### config.mk
export PLATFORM = sky130hd
export DESIGN_NAME = ppb_port
export DESIGN_NICKNAME = d
export VERILOG_FILES = /design/src/hw/ppb_pkg.sv /design/src/hw/ppb_sync.sv /design/src/hw/ppb_port.sv
export VERILOG_INCLUDE_DIRS = /design/src /design/src/hw
export SDC_FILE = /design/constraint.sdc
export NUM_CORES = 1
export LEC_CHECK = 0
export BUFFER_PORTS_ARGS = -buffer_cell sky130_fd_sc_hd__buf_2
export CAP_MARGIN = 10
export CORE_AREA = 2 2 159 161
export CTS_CLUSTER_DIAMETER = 80
export DETAILED_ROUTE_END_ITERATION = 6
export DIE_AREA = 0 0 161 163
export GPL_TIMING_DRIVEN = 0
export MAX_ROUTING_LAYER = met4
export PLACE_DENSITY_LB_ADDON = 0.08
export SLEW_MARGIN = 20
export SYNTH_ARGS = -nofsm -noshare
export SYNTH_HDL_FRONTEND = slang
export SYNTH_SLANG_ARGS = --single-unit
### constraint.sdc
create_clock -name clock -period 6.75 [get_ports clock]
set_input_delay 1.35 -clock clock [delete_from_list [all_inputs] [get_ports clock]]
set_output_delay 1.35 -clock clock [all_outputs]
set_load 0.005 [all_outputs]
### src/hw/ppb_defs.svh
// Constants for the parallel byte port: codes, status bit positions, reset values
`ifndef PPB_DEFS_SVH
`define PPB_DEFS_SVH
`define PPB_MODE_ADDR_SLAVE 2'h1
`define PPB_MODE_MASTER_TWO 2'h2
`define PPB_MODE_MASTER_ONE 2'h3
`define PPB_MUX_NONE 2'h0
`define PPB_MUX_PART 2'h1
`define PPB_MUX_FULL 2'h2
`define PPB_STEP_INC 2'h1
`define PPB_STEP_DEC 2'h2
`define PPB_CSF_NONE 2'h0
`define PPB_CSF_TWO 2'h2
`define PPB_SLAVE_LAST_ADDR 2'h3
`define PPB_ST_IBF 15
`define PPB_ST_IBOV 14
`define PPB_ST_IN_BYTE_FULL_FLAG_LO 8
`define PPB_ST_OBE 7
`define PPB_ST_OUT_UNDERFLOW_FLAG 6
`define PPB_ST_OUT_BYTE_EMPTY_FLAG_LO 0
`define PPB_EMPTY_RST 4'hF
`define PPB_FULL_RST 4'h0
`define PPB_LOW_BYTE_MASK 14'h3FFF
`define PPB_MID_ADDR_MASK 6'h3F
`endif

### src/hw/ppb_pkg.sv
// Types shared by the parallel byte port design
package ppb_pkg;
  typedef enum logic [2:0] {
    ST_IDLE,
    ST_ALOW,
    ST_AHIGH,
    ST_BEGIN,
    ST_STROBE,
    ST_END
  } ppb_fsm_type;

  typedef struct packed {
    logic module_enable_bit;
    logic [1:0] port_mode_field;
    logic wide_data_bit;
    logic [1:0] addr_step_field;
    logic [1:0] addr_mux_field;
    logic [1:0] select_function_field;
    logic byte_enable_pin_on;
    logic write_pin_on;
    logic read_pin_on;
    logic [15:0] address_pin_enable_reg;
    logic [1:0] select_polarity_bits;
    logic read_polarity;
    logic write_polarity;
    logic byte_enable_polarity;
    logic latch_polarity;
    logic irq_on_last_only;
    logic [1:0] begin_wait_count;
    logic [3:0] middle_wait_count;
    logic [1:0] end_wait_count;
  } ppb_cfg_type;

  typedef struct packed {
    logic [7:0] data_out;
    logic data_oe;
    logic [15:0] addr_out;
    logic [15:0] addr_oe;
    logic rd_out;
    logic rd_oe;
    logic wr_out;
    logic wr_oe;
    logic be_out;
    logic be_oe;
  } ppb_pins_type;

  typedef struct packed {
    ppb_fsm_type fsm;
    logic busy;
    logic byte1;
    logic is_wr;
    logic [3:0] cnt;
    logic [15:0] wdata;
    logic [15:0] rdata;
    logic [15:0] addr;
    logic [3:0][7:0] out_buf;
    logic [3:0][7:0] in_buf;
    logic [3:0] empty;
    logic [3:0] full;
    logic all_out_empty_flag;
    logic all_in_full_flag;
    logic under;
    logic over;
    logic rd_act_q;
    logic wr_act_q;
    logic en_q;
    logic event_q;
    logic done_q;
    ppb_pins_type pins;
  } ppb_state_type;
endpackage

### src/hw/ppb_sync.sv
// Two-stage synchroniser for host strobes
`timescale 1ns/100ps
module ppb_sync #(
  parameter int WIDTH = 1
) (
  input wire logic clock,
  input wire logic reset,
  input wire logic [WIDTH-1:0] async_in,
  output logic [WIDTH-1:0] sync_out
);
  logic [1:0][WIDTH-1:0] st_q;
  logic [1:0][WIDTH-1:0] st_d;

  // First stage feeds only the second stage
  always_comb begin
    st_d[0] = async_in;
    st_d[1] = st_q[0];
  end

  always_ff @(posedge clock) begin
    if (reset) begin
      st_q <= '0;
    end else begin
      st_q <= st_d;
    end
  end

  assign sync_out = st_q[1];
endmodule // ppb_sync

### src/hw/ppb_port.sv
// Parallel byte port: addressable slave buffers and bus master engine
`timescale 1ns/100ps
`include "ppb_defs.svh"
module ppb_port (
  input wire logic clock,
  input wire logic reset,
  input wire ppb_pkg::ppb_cfg_type cfg,
  input wire logic [7:0] port_data_bus_in,
  input wire logic [1:0] slave_address_inputs,
  input wire logic chip_select_one_in,
  input wire logic read_strobe_in,
  input wire logic write_strobe_in,
  input wire logic sw_out_write,
  input wire logic sw_in_read,
  input wire logic [1:0] sw_index,
  input wire logic [7:0] sw_out_data,
  input wire logic sw_clear_underflow,
  input wire logic sw_clear_overflow,
  input wire logic sw_addr_write,
  input wire logic [15:0] sw_addr_data,
  input wire logic master_start,
  input wire logic master_write,
  input wire logic [15:0] master_write_data,
  output ppb_pkg::ppb_pins_type port_pins,
  output logic [15:0] port_status_reg,
  output logic [31:0] in_buffer_bytes,
  output logic [15:0] port_address_reg,
  output logic master_busy,
  output logic [15:0] master_read_data,
  output logic port_event
);
  ppb_pkg::ppb_state_type q;
  ppb_pkg::ppb_state_type d;
  logic [2:0] sync_out;
  logic slave_on;
  logic master_on;
  logic rd_act;
  logic wr_act;
  logic rd_evt;
  logic wr_end;
  logic go_data;
  logic fin;
  logic acc;
  logic dph;
  logic stb;
  logic [1:0] eb;
  logic [1:0] ee;
  logic [15:0] step_mask;
  logic [7:0] sel_out;

  // Host strobes are asynchronous; metastability kept out of the flag logic
  ppb_sync #(.WIDTH(3)) u_sync (
    .clock(clock),
    .reset(reset),
    .async_in({write_strobe_in, read_strobe_in, chip_select_one_in}),
    .sync_out(sync_out)
  );

  // Mode decode
  assign slave_on = cfg.module_enable_bit && cfg.port_mode_field == `PPB_MODE_ADDR_SLAVE;
  assign master_on = cfg.module_enable_bit && cfg.port_mode_field[1];

  // Qualified host strobes, polarity applied after synchronising
  assign rd_act = slave_on && (sync_out[0] ~^ cfg.select_polarity_bits[0])
    && (sync_out[1] ~^ cfg.read_polarity);
  assign wr_act = slave_on && (sync_out[0] ~^ cfg.select_polarity_bits[0])
    && (sync_out[2] ~^ cfg.write_polarity);
  assign rd_evt = rd_act && !q.rd_act_q;
  // Write is taken at its trailing edge, when the host data is settled
  assign wr_end = slave_on && !wr_act && q.wr_act_q;
  assign sel_out = q.out_buf[slave_address_inputs];

  // Begin and end waits only count when the strobe itself is stretched
  assign eb = (cfg.middle_wait_count == 4'h0) ? 2'h0 : cfg.begin_wait_count;
  assign ee = (cfg.middle_wait_count == 4'h0) ? 2'h0 : cfg.end_wait_count;

  // Bits that take part in stepping; select pins are held out
  assign step_mask = {cfg.select_function_field == `PPB_CSF_NONE,
    cfg.select_function_field != `PPB_CSF_TWO, `PPB_LOW_BYTE_MASK};

  function automatic logic level_of(input logic act, input logic pol);
    level_of = act ~^ pol;
  endfunction

  // Next state of the whole block
  always_comb begin
    d = q;
    go_data = 1'b0;
    fin = 1'b0;
    d.event_q = 1'b0;
    d.done_q = 1'b0;
    // Enabling the module restarts buffer bookkeeping, data is kept
    if (cfg.module_enable_bit && !q.en_q) begin
      d.empty = `PPB_EMPTY_RST;
      d.full = `PPB_FULL_RST;
      d.under = 1'b0;
      d.over = 1'b0;
    end
    d.en_q = cfg.module_enable_bit;
    d.rd_act_q = rd_act;
    d.wr_act_q = wr_act;

    // Software side first, so a host event in the same cycle wins
    if (sw_out_write) begin
      d.out_buf[sw_index] = sw_out_data;
      d.empty[sw_index] = 1'b0;
    end
    if (sw_in_read) begin
      d.full[sw_index] = 1'b0;
    end
    if (sw_clear_underflow) begin
      d.under = 1'b0;
    end
    if (sw_clear_overflow) begin
      d.over = 1'b0;
    end

    // Host read of an output byte
    if (rd_evt) begin
      d.empty[slave_address_inputs] = 1'b1;
      if (q.empty[slave_address_inputs]) begin
        d.under = 1'b1;
      end
    end
    // Host write into an input byte
    if (wr_end) begin
      if (q.full[slave_address_inputs]) begin
        d.over = 1'b1;
      end else begin
        d.in_buf[slave_address_inputs] = port_data_bus_in;
        d.full[slave_address_inputs] = 1'b1;
      end
    end
    if (rd_evt || wr_end) begin
      d.event_q = !cfg.irq_on_last_only || slave_address_inputs == `PPB_SLAVE_LAST_ADDR;
    end

    // Software writes reach the address register only while no access runs
    if (sw_addr_write && q.fsm == ppb_pkg::ST_IDLE) begin
      d.addr = sw_addr_data;
    end

    // Master access sequencer
    if (!master_on) begin
      d.fsm = ppb_pkg::ST_IDLE;
    end else begin
      case (q.fsm)
        ppb_pkg::ST_IDLE: begin
          if (master_start) begin
            d.is_wr = master_write;
            d.wdata = master_write_data;
            d.byte1 = 1'b0;
            if (cfg.addr_mux_field == `PPB_MUX_PART || cfg.addr_mux_field == `PPB_MUX_FULL) begin
              d.fsm = ppb_pkg::ST_ALOW;
              d.cnt = {2'h0, eb};
            end else begin
              go_data = 1'b1;
            end
          end
        end
        ppb_pkg::ST_ALOW: begin
          if (q.cnt != 4'h0) begin
            d.cnt = q.cnt - 4'h1;
          end else if (cfg.addr_mux_field == `PPB_MUX_FULL) begin
            d.fsm = ppb_pkg::ST_AHIGH;
            d.cnt = {2'h0, eb};
          end else begin
            go_data = 1'b1;
          end
        end
        ppb_pkg::ST_AHIGH: begin
          if (q.cnt != 4'h0) begin
            d.cnt = q.cnt - 4'h1;
          end else begin
            go_data = 1'b1;
          end
        end
        ppb_pkg::ST_BEGIN: begin
          if (q.cnt != 4'h0) begin
            d.cnt = q.cnt - 4'h1;
          end else begin
            d.fsm = ppb_pkg::ST_STROBE;
            d.cnt = cfg.middle_wait_count;
          end
        end
        ppb_pkg::ST_STROBE: begin
          if (q.cnt != 4'h0) begin
            d.cnt = q.cnt - 4'h1;
          end else begin
            // Read data sampled at the close of the strobe
            if (!q.is_wr && q.byte1) begin
              d.rdata[15:8] = port_data_bus_in;
            end else if (!q.is_wr) begin
              d.rdata[7:0] = port_data_bus_in;
            end
            if (ee != 2'h0) begin
              d.fsm = ppb_pkg::ST_END;
              d.cnt = {2'h0, ee} - 4'h1;
            end else begin
              fin = 1'b1;
            end
          end
        end
        ppb_pkg::ST_END: begin
          if (q.cnt != 4'h0) begin
            d.cnt = q.cnt - 4'h1;
          end else begin
            fin = 1'b1;
          end
        end
        default: begin
          d.fsm = ppb_pkg::ST_IDLE;
        end
      endcase
    end

    // Byte done: second byte of a word, or close the access and step
    if (fin) begin
      if (cfg.wide_data_bit && !q.byte1) begin
        d.byte1 = 1'b1;
        go_data = 1'b1;
      end else begin
        d.fsm = ppb_pkg::ST_IDLE;
        d.done_q = 1'b1;
        if (cfg.addr_step_field == `PPB_STEP_INC) begin
          d.addr = (q.addr & ~step_mask) | ((q.addr + 16'h1) & step_mask);
        end else if (cfg.addr_step_field == `PPB_STEP_DEC) begin
          d.addr = (q.addr & ~step_mask) | ((q.addr - 16'h1) & step_mask);
        end
      end
    end
    if (go_data) begin
      if (eb != 2'h0) begin
        d.fsm = ppb_pkg::ST_BEGIN;
        d.cnt = {2'h0, eb} - 4'h1;
      end else begin
        d.fsm = ppb_pkg::ST_STROBE;
        d.cnt = cfg.middle_wait_count;
      end
    end
    d.busy = d.fsm != ppb_pkg::ST_IDLE;
    d.all_out_empty_flag = &d.empty;
    d.all_in_full_flag = &d.full;

    // Pin levels follow the next state, so pins and state stay in step
    acc = d.fsm != ppb_pkg::ST_IDLE;
    stb = d.fsm == ppb_pkg::ST_STROBE;
    dph = stb || d.fsm == ppb_pkg::ST_BEGIN || d.fsm == ppb_pkg::ST_END;
    d.pins = '0;
    if (rd_act) begin
      d.pins.data_out = q.out_buf[slave_address_inputs];
      d.pins.data_oe = 1'b1;
    end
    if (master_on) begin
      if (d.fsm == ppb_pkg::ST_ALOW) begin
        d.pins.data_out = d.addr[7:0];
        d.pins.data_oe = 1'b1;
      end else if (d.fsm == ppb_pkg::ST_AHIGH) begin
        d.pins.data_out = d.addr[15:8] & {step_mask[15:14], `PPB_MID_ADDR_MASK};
        d.pins.data_oe = 1'b1;
      end else if (dph && d.is_wr) begin
        d.pins.data_out = d.byte1 ? d.wdata[15:8] : d.wdata[7:0];
        d.pins.data_oe = 1'b1;
      end
      for (int i = 0; i < 16; i++) begin
        d.pins.addr_out[i] = d.addr[i];
        d.pins.addr_oe[i] = cfg.address_pin_enable_reg[i];
      end
      // Multiplexed modes turn low address pins into latch strobes or I/O
      if (cfg.addr_mux_field == `PPB_MUX_PART) begin
        d.pins.addr_oe[7:1] = 7'h00;
        d.pins.addr_out[0] = level_of(d.fsm == ppb_pkg::ST_ALOW, cfg.latch_polarity);
      end else if (cfg.addr_mux_field == `PPB_MUX_FULL) begin
        d.pins.addr_oe[13:2] = 12'h000;
        d.pins.addr_out[0] = level_of(d.fsm == ppb_pkg::ST_ALOW, cfg.latch_polarity);
        d.pins.addr_out[1] = level_of(d.fsm == ppb_pkg::ST_AHIGH, cfg.latch_polarity);
      end
      // Select pins idle at their inactive level between accesses
      if (cfg.select_function_field != `PPB_CSF_NONE) begin
        d.pins.addr_out[15] = level_of(acc && d.addr[15], cfg.select_polarity_bits[1]);
      end
      if (cfg.select_function_field == `PPB_CSF_TWO) begin
        d.pins.addr_out[14] = level_of(acc && d.addr[14], cfg.select_polarity_bits[0]);
      end
      if (cfg.port_mode_field == `PPB_MODE_MASTER_TWO) begin
        d.pins.rd_out = level_of(stb && !d.is_wr, cfg.read_polarity);
        d.pins.wr_out = level_of(stb && d.is_wr, cfg.write_polarity);
      end else begin
        d.pins.rd_out = level_of(acc && !d.is_wr, cfg.read_polarity);
        d.pins.wr_out = level_of(stb, cfg.write_polarity);
      end
      d.pins.be_out = level_of(dph && d.byte1, cfg.byte_enable_polarity);
      d.pins.rd_oe = cfg.read_pin_on;
      d.pins.wr_oe = cfg.write_pin_on;
      d.pins.be_oe = cfg.byte_enable_pin_on;
    end
  end

  // State register; buffers start out empty
  always_ff @(posedge clock) begin
    if (reset) begin
      q <= '0;
      q.empty <= `PPB_EMPTY_RST;
      // All four bytes start empty, so the global flag starts set
      q.all_out_empty_flag <= 1'b1;
    end else begin
      q <= d;
    end
  end

  // Status word layout
  always_comb begin
    port_status_reg = 16'h0000;
    port_status_reg[`PPB_ST_IBF] = q.all_in_full_flag;
    port_status_reg[`PPB_ST_IBOV] = q.over;
    port_status_reg[`PPB_ST_IN_BYTE_FULL_FLAG_LO +: 4] = q.full;
    port_status_reg[`PPB_ST_OBE] = q.all_out_empty_flag;
    port_status_reg[`PPB_ST_OUT_UNDERFLOW_FLAG] = q.under;
    port_status_reg[`PPB_ST_OUT_BYTE_EMPTY_FLAG_LO +: 4] = q.empty;
  end

  assign port_pins = q.pins;
  assign in_buffer_bytes = q.in_buf;
  assign port_address_reg = q.addr;
  assign master_busy = q.busy;
  assign master_read_data = q.rdata;
  assign port_event = q.event_q;
endmodule // ppb_port

==> flow_metrics.py <==
metrics = {
    "run_status": {
        "run_status": "complete, no violations",
    },
    "synthesis": {
        "synthCells": 1159,
        "ys_ff_latch": 191,
        "yosysTopAreaCell": "dfxtp_1",
        "synth_top_cell_area_share": 0.394,
        "synth_edf_count": 0,
        "ys_seq_area_frac": 0.394,
        "synth-async-reset-ratio": 0,
        "netlist_top_cells_area": "dfxtp_1, buf_4, mux2i_1",
        "synth_flop_cell": "dfxtp_1",
        "ys_types": 75,
        "syn_area_um2": 9700,
        "ys.warnings.count": 0,
        "avgSynthCellArea_um2": 8.37,
    },
    "worst_setup_path": {
        "rr_endpoint": "port_pins[39]$_SDFF_PP0_",
        "slowest_stage": "a2111oi_0",
        "rrSetupSlack_ns": 3.10,
        "worst_ep_arrival_time_ns": 4.90,
        "cp_max_fo": 10,
        "r2r_start": "q[184]$_SDFF_PP0_",
        "end_kind": "register",
        "cpPeakStageDelay_ns": 0.74,
        "reg2reg_depth": 7,
        "crit_type": "input pin to register",
        "path_cells": "buf_2 > or4_1 > clkbuf_1 > nand2_1 > ha_1 > nor2_1 > nor4b_4 > nor3_1 > o311a_1 > a2111oi_0 > o21a_1",
        "cp-start-kind": "input pin",
        "worstPathRequired_ns": 7.13,
    },
    "place": {
        "post_dp_cell_area_um2": 11300,
        "hpwlAfterDp_um": 22800,
        "pre_cts_ws_ns": 1.45,
        "place_congestion": 0.910,
        "io_buffers": 228,
    },
    "cts": {
        "postCtsSetupBuffers": 0,
        "cts-buffers-inserted": 17,
        "clock_latency_ns": 0.44,
        "clkTransAtPathRegs_ns": 0.08,
        "holdBufCountCts": 0,
        "cts-htree-levels": 4,
        "clock_path_buffers": 2,
        "cts-resized-gates": 0,
        "cts_tree": "yes",
        "clock-sinks": 191,
        "cts_root_buf": "clkbuf_16",
    },
    "pwr": {
        "p_clk_frac": 0.404,
        "switching_power_mw": 0.772,
        "p_leak_nw": 5.25,
        "comb_power_share": 0.141,
        "intPower_mw": 1.81,
        "pwr-share-seq": 0.456,
        "power_density_nw_per_um2": 217,
        "vdd_ir_drop_max_mv": 0.129,
        "p_sw_frac": 0.299,
    },
    "floorplanning": {
        "initial_core_util": 0.393,
        "dieArea_um2": 26200,
        "io-pin-count": 237,
        "core_um2": 24700,
        "die_w_um": 161,
        "die_h_um": 163,
        "placement_rows": 58,
    },
    "final_layout": {
        "nets": 1523,
        "design_area_um2": 11900,
        "layout-drive-gt1-share": 0.300,
        "largest_reg_flops": 60,
        "area_growth_syn_to_layout_pct": 22.6,
        "fillers": 2568,
        "multi_input_area_um2": 4630,
        "final_cell_mix": "buf_2, dfxtp_1, nand2_1, nor2_1, buf_4",
        "mostFrequentLayoutCell": "buf_2",
        "regArea_um2": 3820,
        "finish.utilization": 0.482,
        "top_register": "q",
    },
    "detailed_routing": {
        "wirelength_um": 30300,
        "drc": 0,
        "drt_iter0_markers": 630,
        "ant_nets": 0,
        "routedWlPerCell_um": 17.3,
        "via_count": 8828,
        "vias_per_cell": 5.04,
        "firstDrtPassIters": 5,
    },
    "timing": {
        "fin_skew_ns": 0.0124,
        "final_hold_viol_count": 0,
        "fin_tns_setup_ns": 0,
        "fmax_mhz": 221,
        "maxSlewHeadroom": 0.233,
        "grt_setup_unrepaired": "false",
        "period_minus_slack_ns": 4.52,
        "worstMarginPinSlew_ns": 1.15,
        "setup_ws_ns": 2.23,
        "finalSetupViolCount": 0,
        "final_max_slew_viol_count": 0,
        "period_share": 0.669,
    },
    "grt": {
        "gr-total-overflow": 0,
        "grt_max_degree": 22,
        "antenna_found_initial": 1,
        "first_global_vias": 8184,
        "gr-usage-all-layers": 0.233,
        "grt_pass1_wl_um": 46100,
    },
    "worst_hold_path": {
        "worstHoldPathCells": 1,
        "holdPathEnd": "u_sync.sync_out[0]$_SDFF_PP0_",
        "hp-class": "register to register",
        "min_from": "u_sync.st_d[3]$_SDFF_PP0_",
    },
    "run": {
        "maxCapViolations": 0,
    },
}
## metal layers
metal	share of wire	global-route usage	routed length, um
met1	0.46	0.313	14100
met2	0.46	0.368	14000
met3	0.056	0.0362	1710
met4	0.016	0.0580	490
met5	0	-	0
## kinds of logic after synthesis
family	Yosys count	share of synthesized area
other	1	0.000387
AO/OA/AOI/OAI	208	0.140
AND/OR/NAND/NOR	456	0.224
XOR/XNOR	13	0.0117
adder cells (fa/ha/maj)	6	0.00774
flip-flops	191	0.394
buffers and inverters	209	0.131
multiplexers	75	0.0907
## worst max-delay path, delay by kind of cell
kind / cells / cell delay (ns)
and+or+nand+nor: 5 / 1.77
buffers and inverters: 2 / 0.27
adders and majority gates: 1 / 0.23
AOI/OAI and AO/OA: 3 / 1.26
## cells in the mapped netlist, drive strengths merged (4+ instances only)
cell type and number:
nor2 144, nor3 14, inv 14, xor2 6
a211oi 4, a221o 4, o31ai 8, and2 12
a2111oi 4, a32o 6, buf 131, ha 6
dfxtp 191, or2 11, a21oi 73, or3 6
mux2i 62, nand2 143, a21o 4, o22ai 4
nor2b 16, nand4 7, o21ai 40, nor4 7
o211ai 4, or4 10, nor3b 6, nand2b 14
a22oi 4, mux4 10, a221oi 4, clkbuf 64
o221ai 7, o2bb2ai 4, xnor2 7, nand3 27
and3 20, a31oi 10
## area by class of cell
cell class	count	share of cell area
multi-input cells	762	0.390
repair buffers	228	0.0959
diodes	1	0.000210
flip-flops and latches	191	0.321
clock inverters	15	0.0156
well taps	330	0.0347
clock buffers	17	0.0358
plain buffers	195	0.102
inverters	14	0.00442
## power by group through the flow
stage | logic [mW] | registers [mW] | clock network [mW]
finish | 0.363 | 1.18 | 1.04
global route | 0.399 | 1.18 | 1.10
CTS | 0.362 | 1.18 | 1.06
detailed placement | 0.360 | 1.20 | 0
global placement | 0.360 | 1.20 | 0
floorplan | 0.224 | 1.20 | 0
## stage by stage
stage / instances / power [mW] / hold WS, ns
6_report: 1753 / 2.58 / 0.436
5_1_grt: 1753 / 2.69 / 0.457
4_1_cts: 1752 / 2.60 / 0.444
3_5_place_dp: 1720 / 1.56 / 0.426
3_3_place_gp: 1720 / 1.56 / 0.422
2_1_floorplan: 1162 / 1.42 / 0.414
## how the worst max path moves through the flow
stage	start	endpoint	slack, ns
floorplan	cfg[2]	port_pins[41]$_SDFF_PP0_	2.48
finish	cfg[2]	port_pins[39]$_SDFF_PP0_	2.23
detailed placement	cfg[2]	port_pins[39]$_SDFF_PP0_	1.45
CTS	cfg[2]	port_pins[39]$_SDFF_PP0_	1.86
global route	cfg[2]	port_pins[40]$_SDFF_PP0_	2.03
global placement	cfg[2]	port_pins[39]$_SDFF_PP0_	1.39
(Power assumes the default switching activity.)
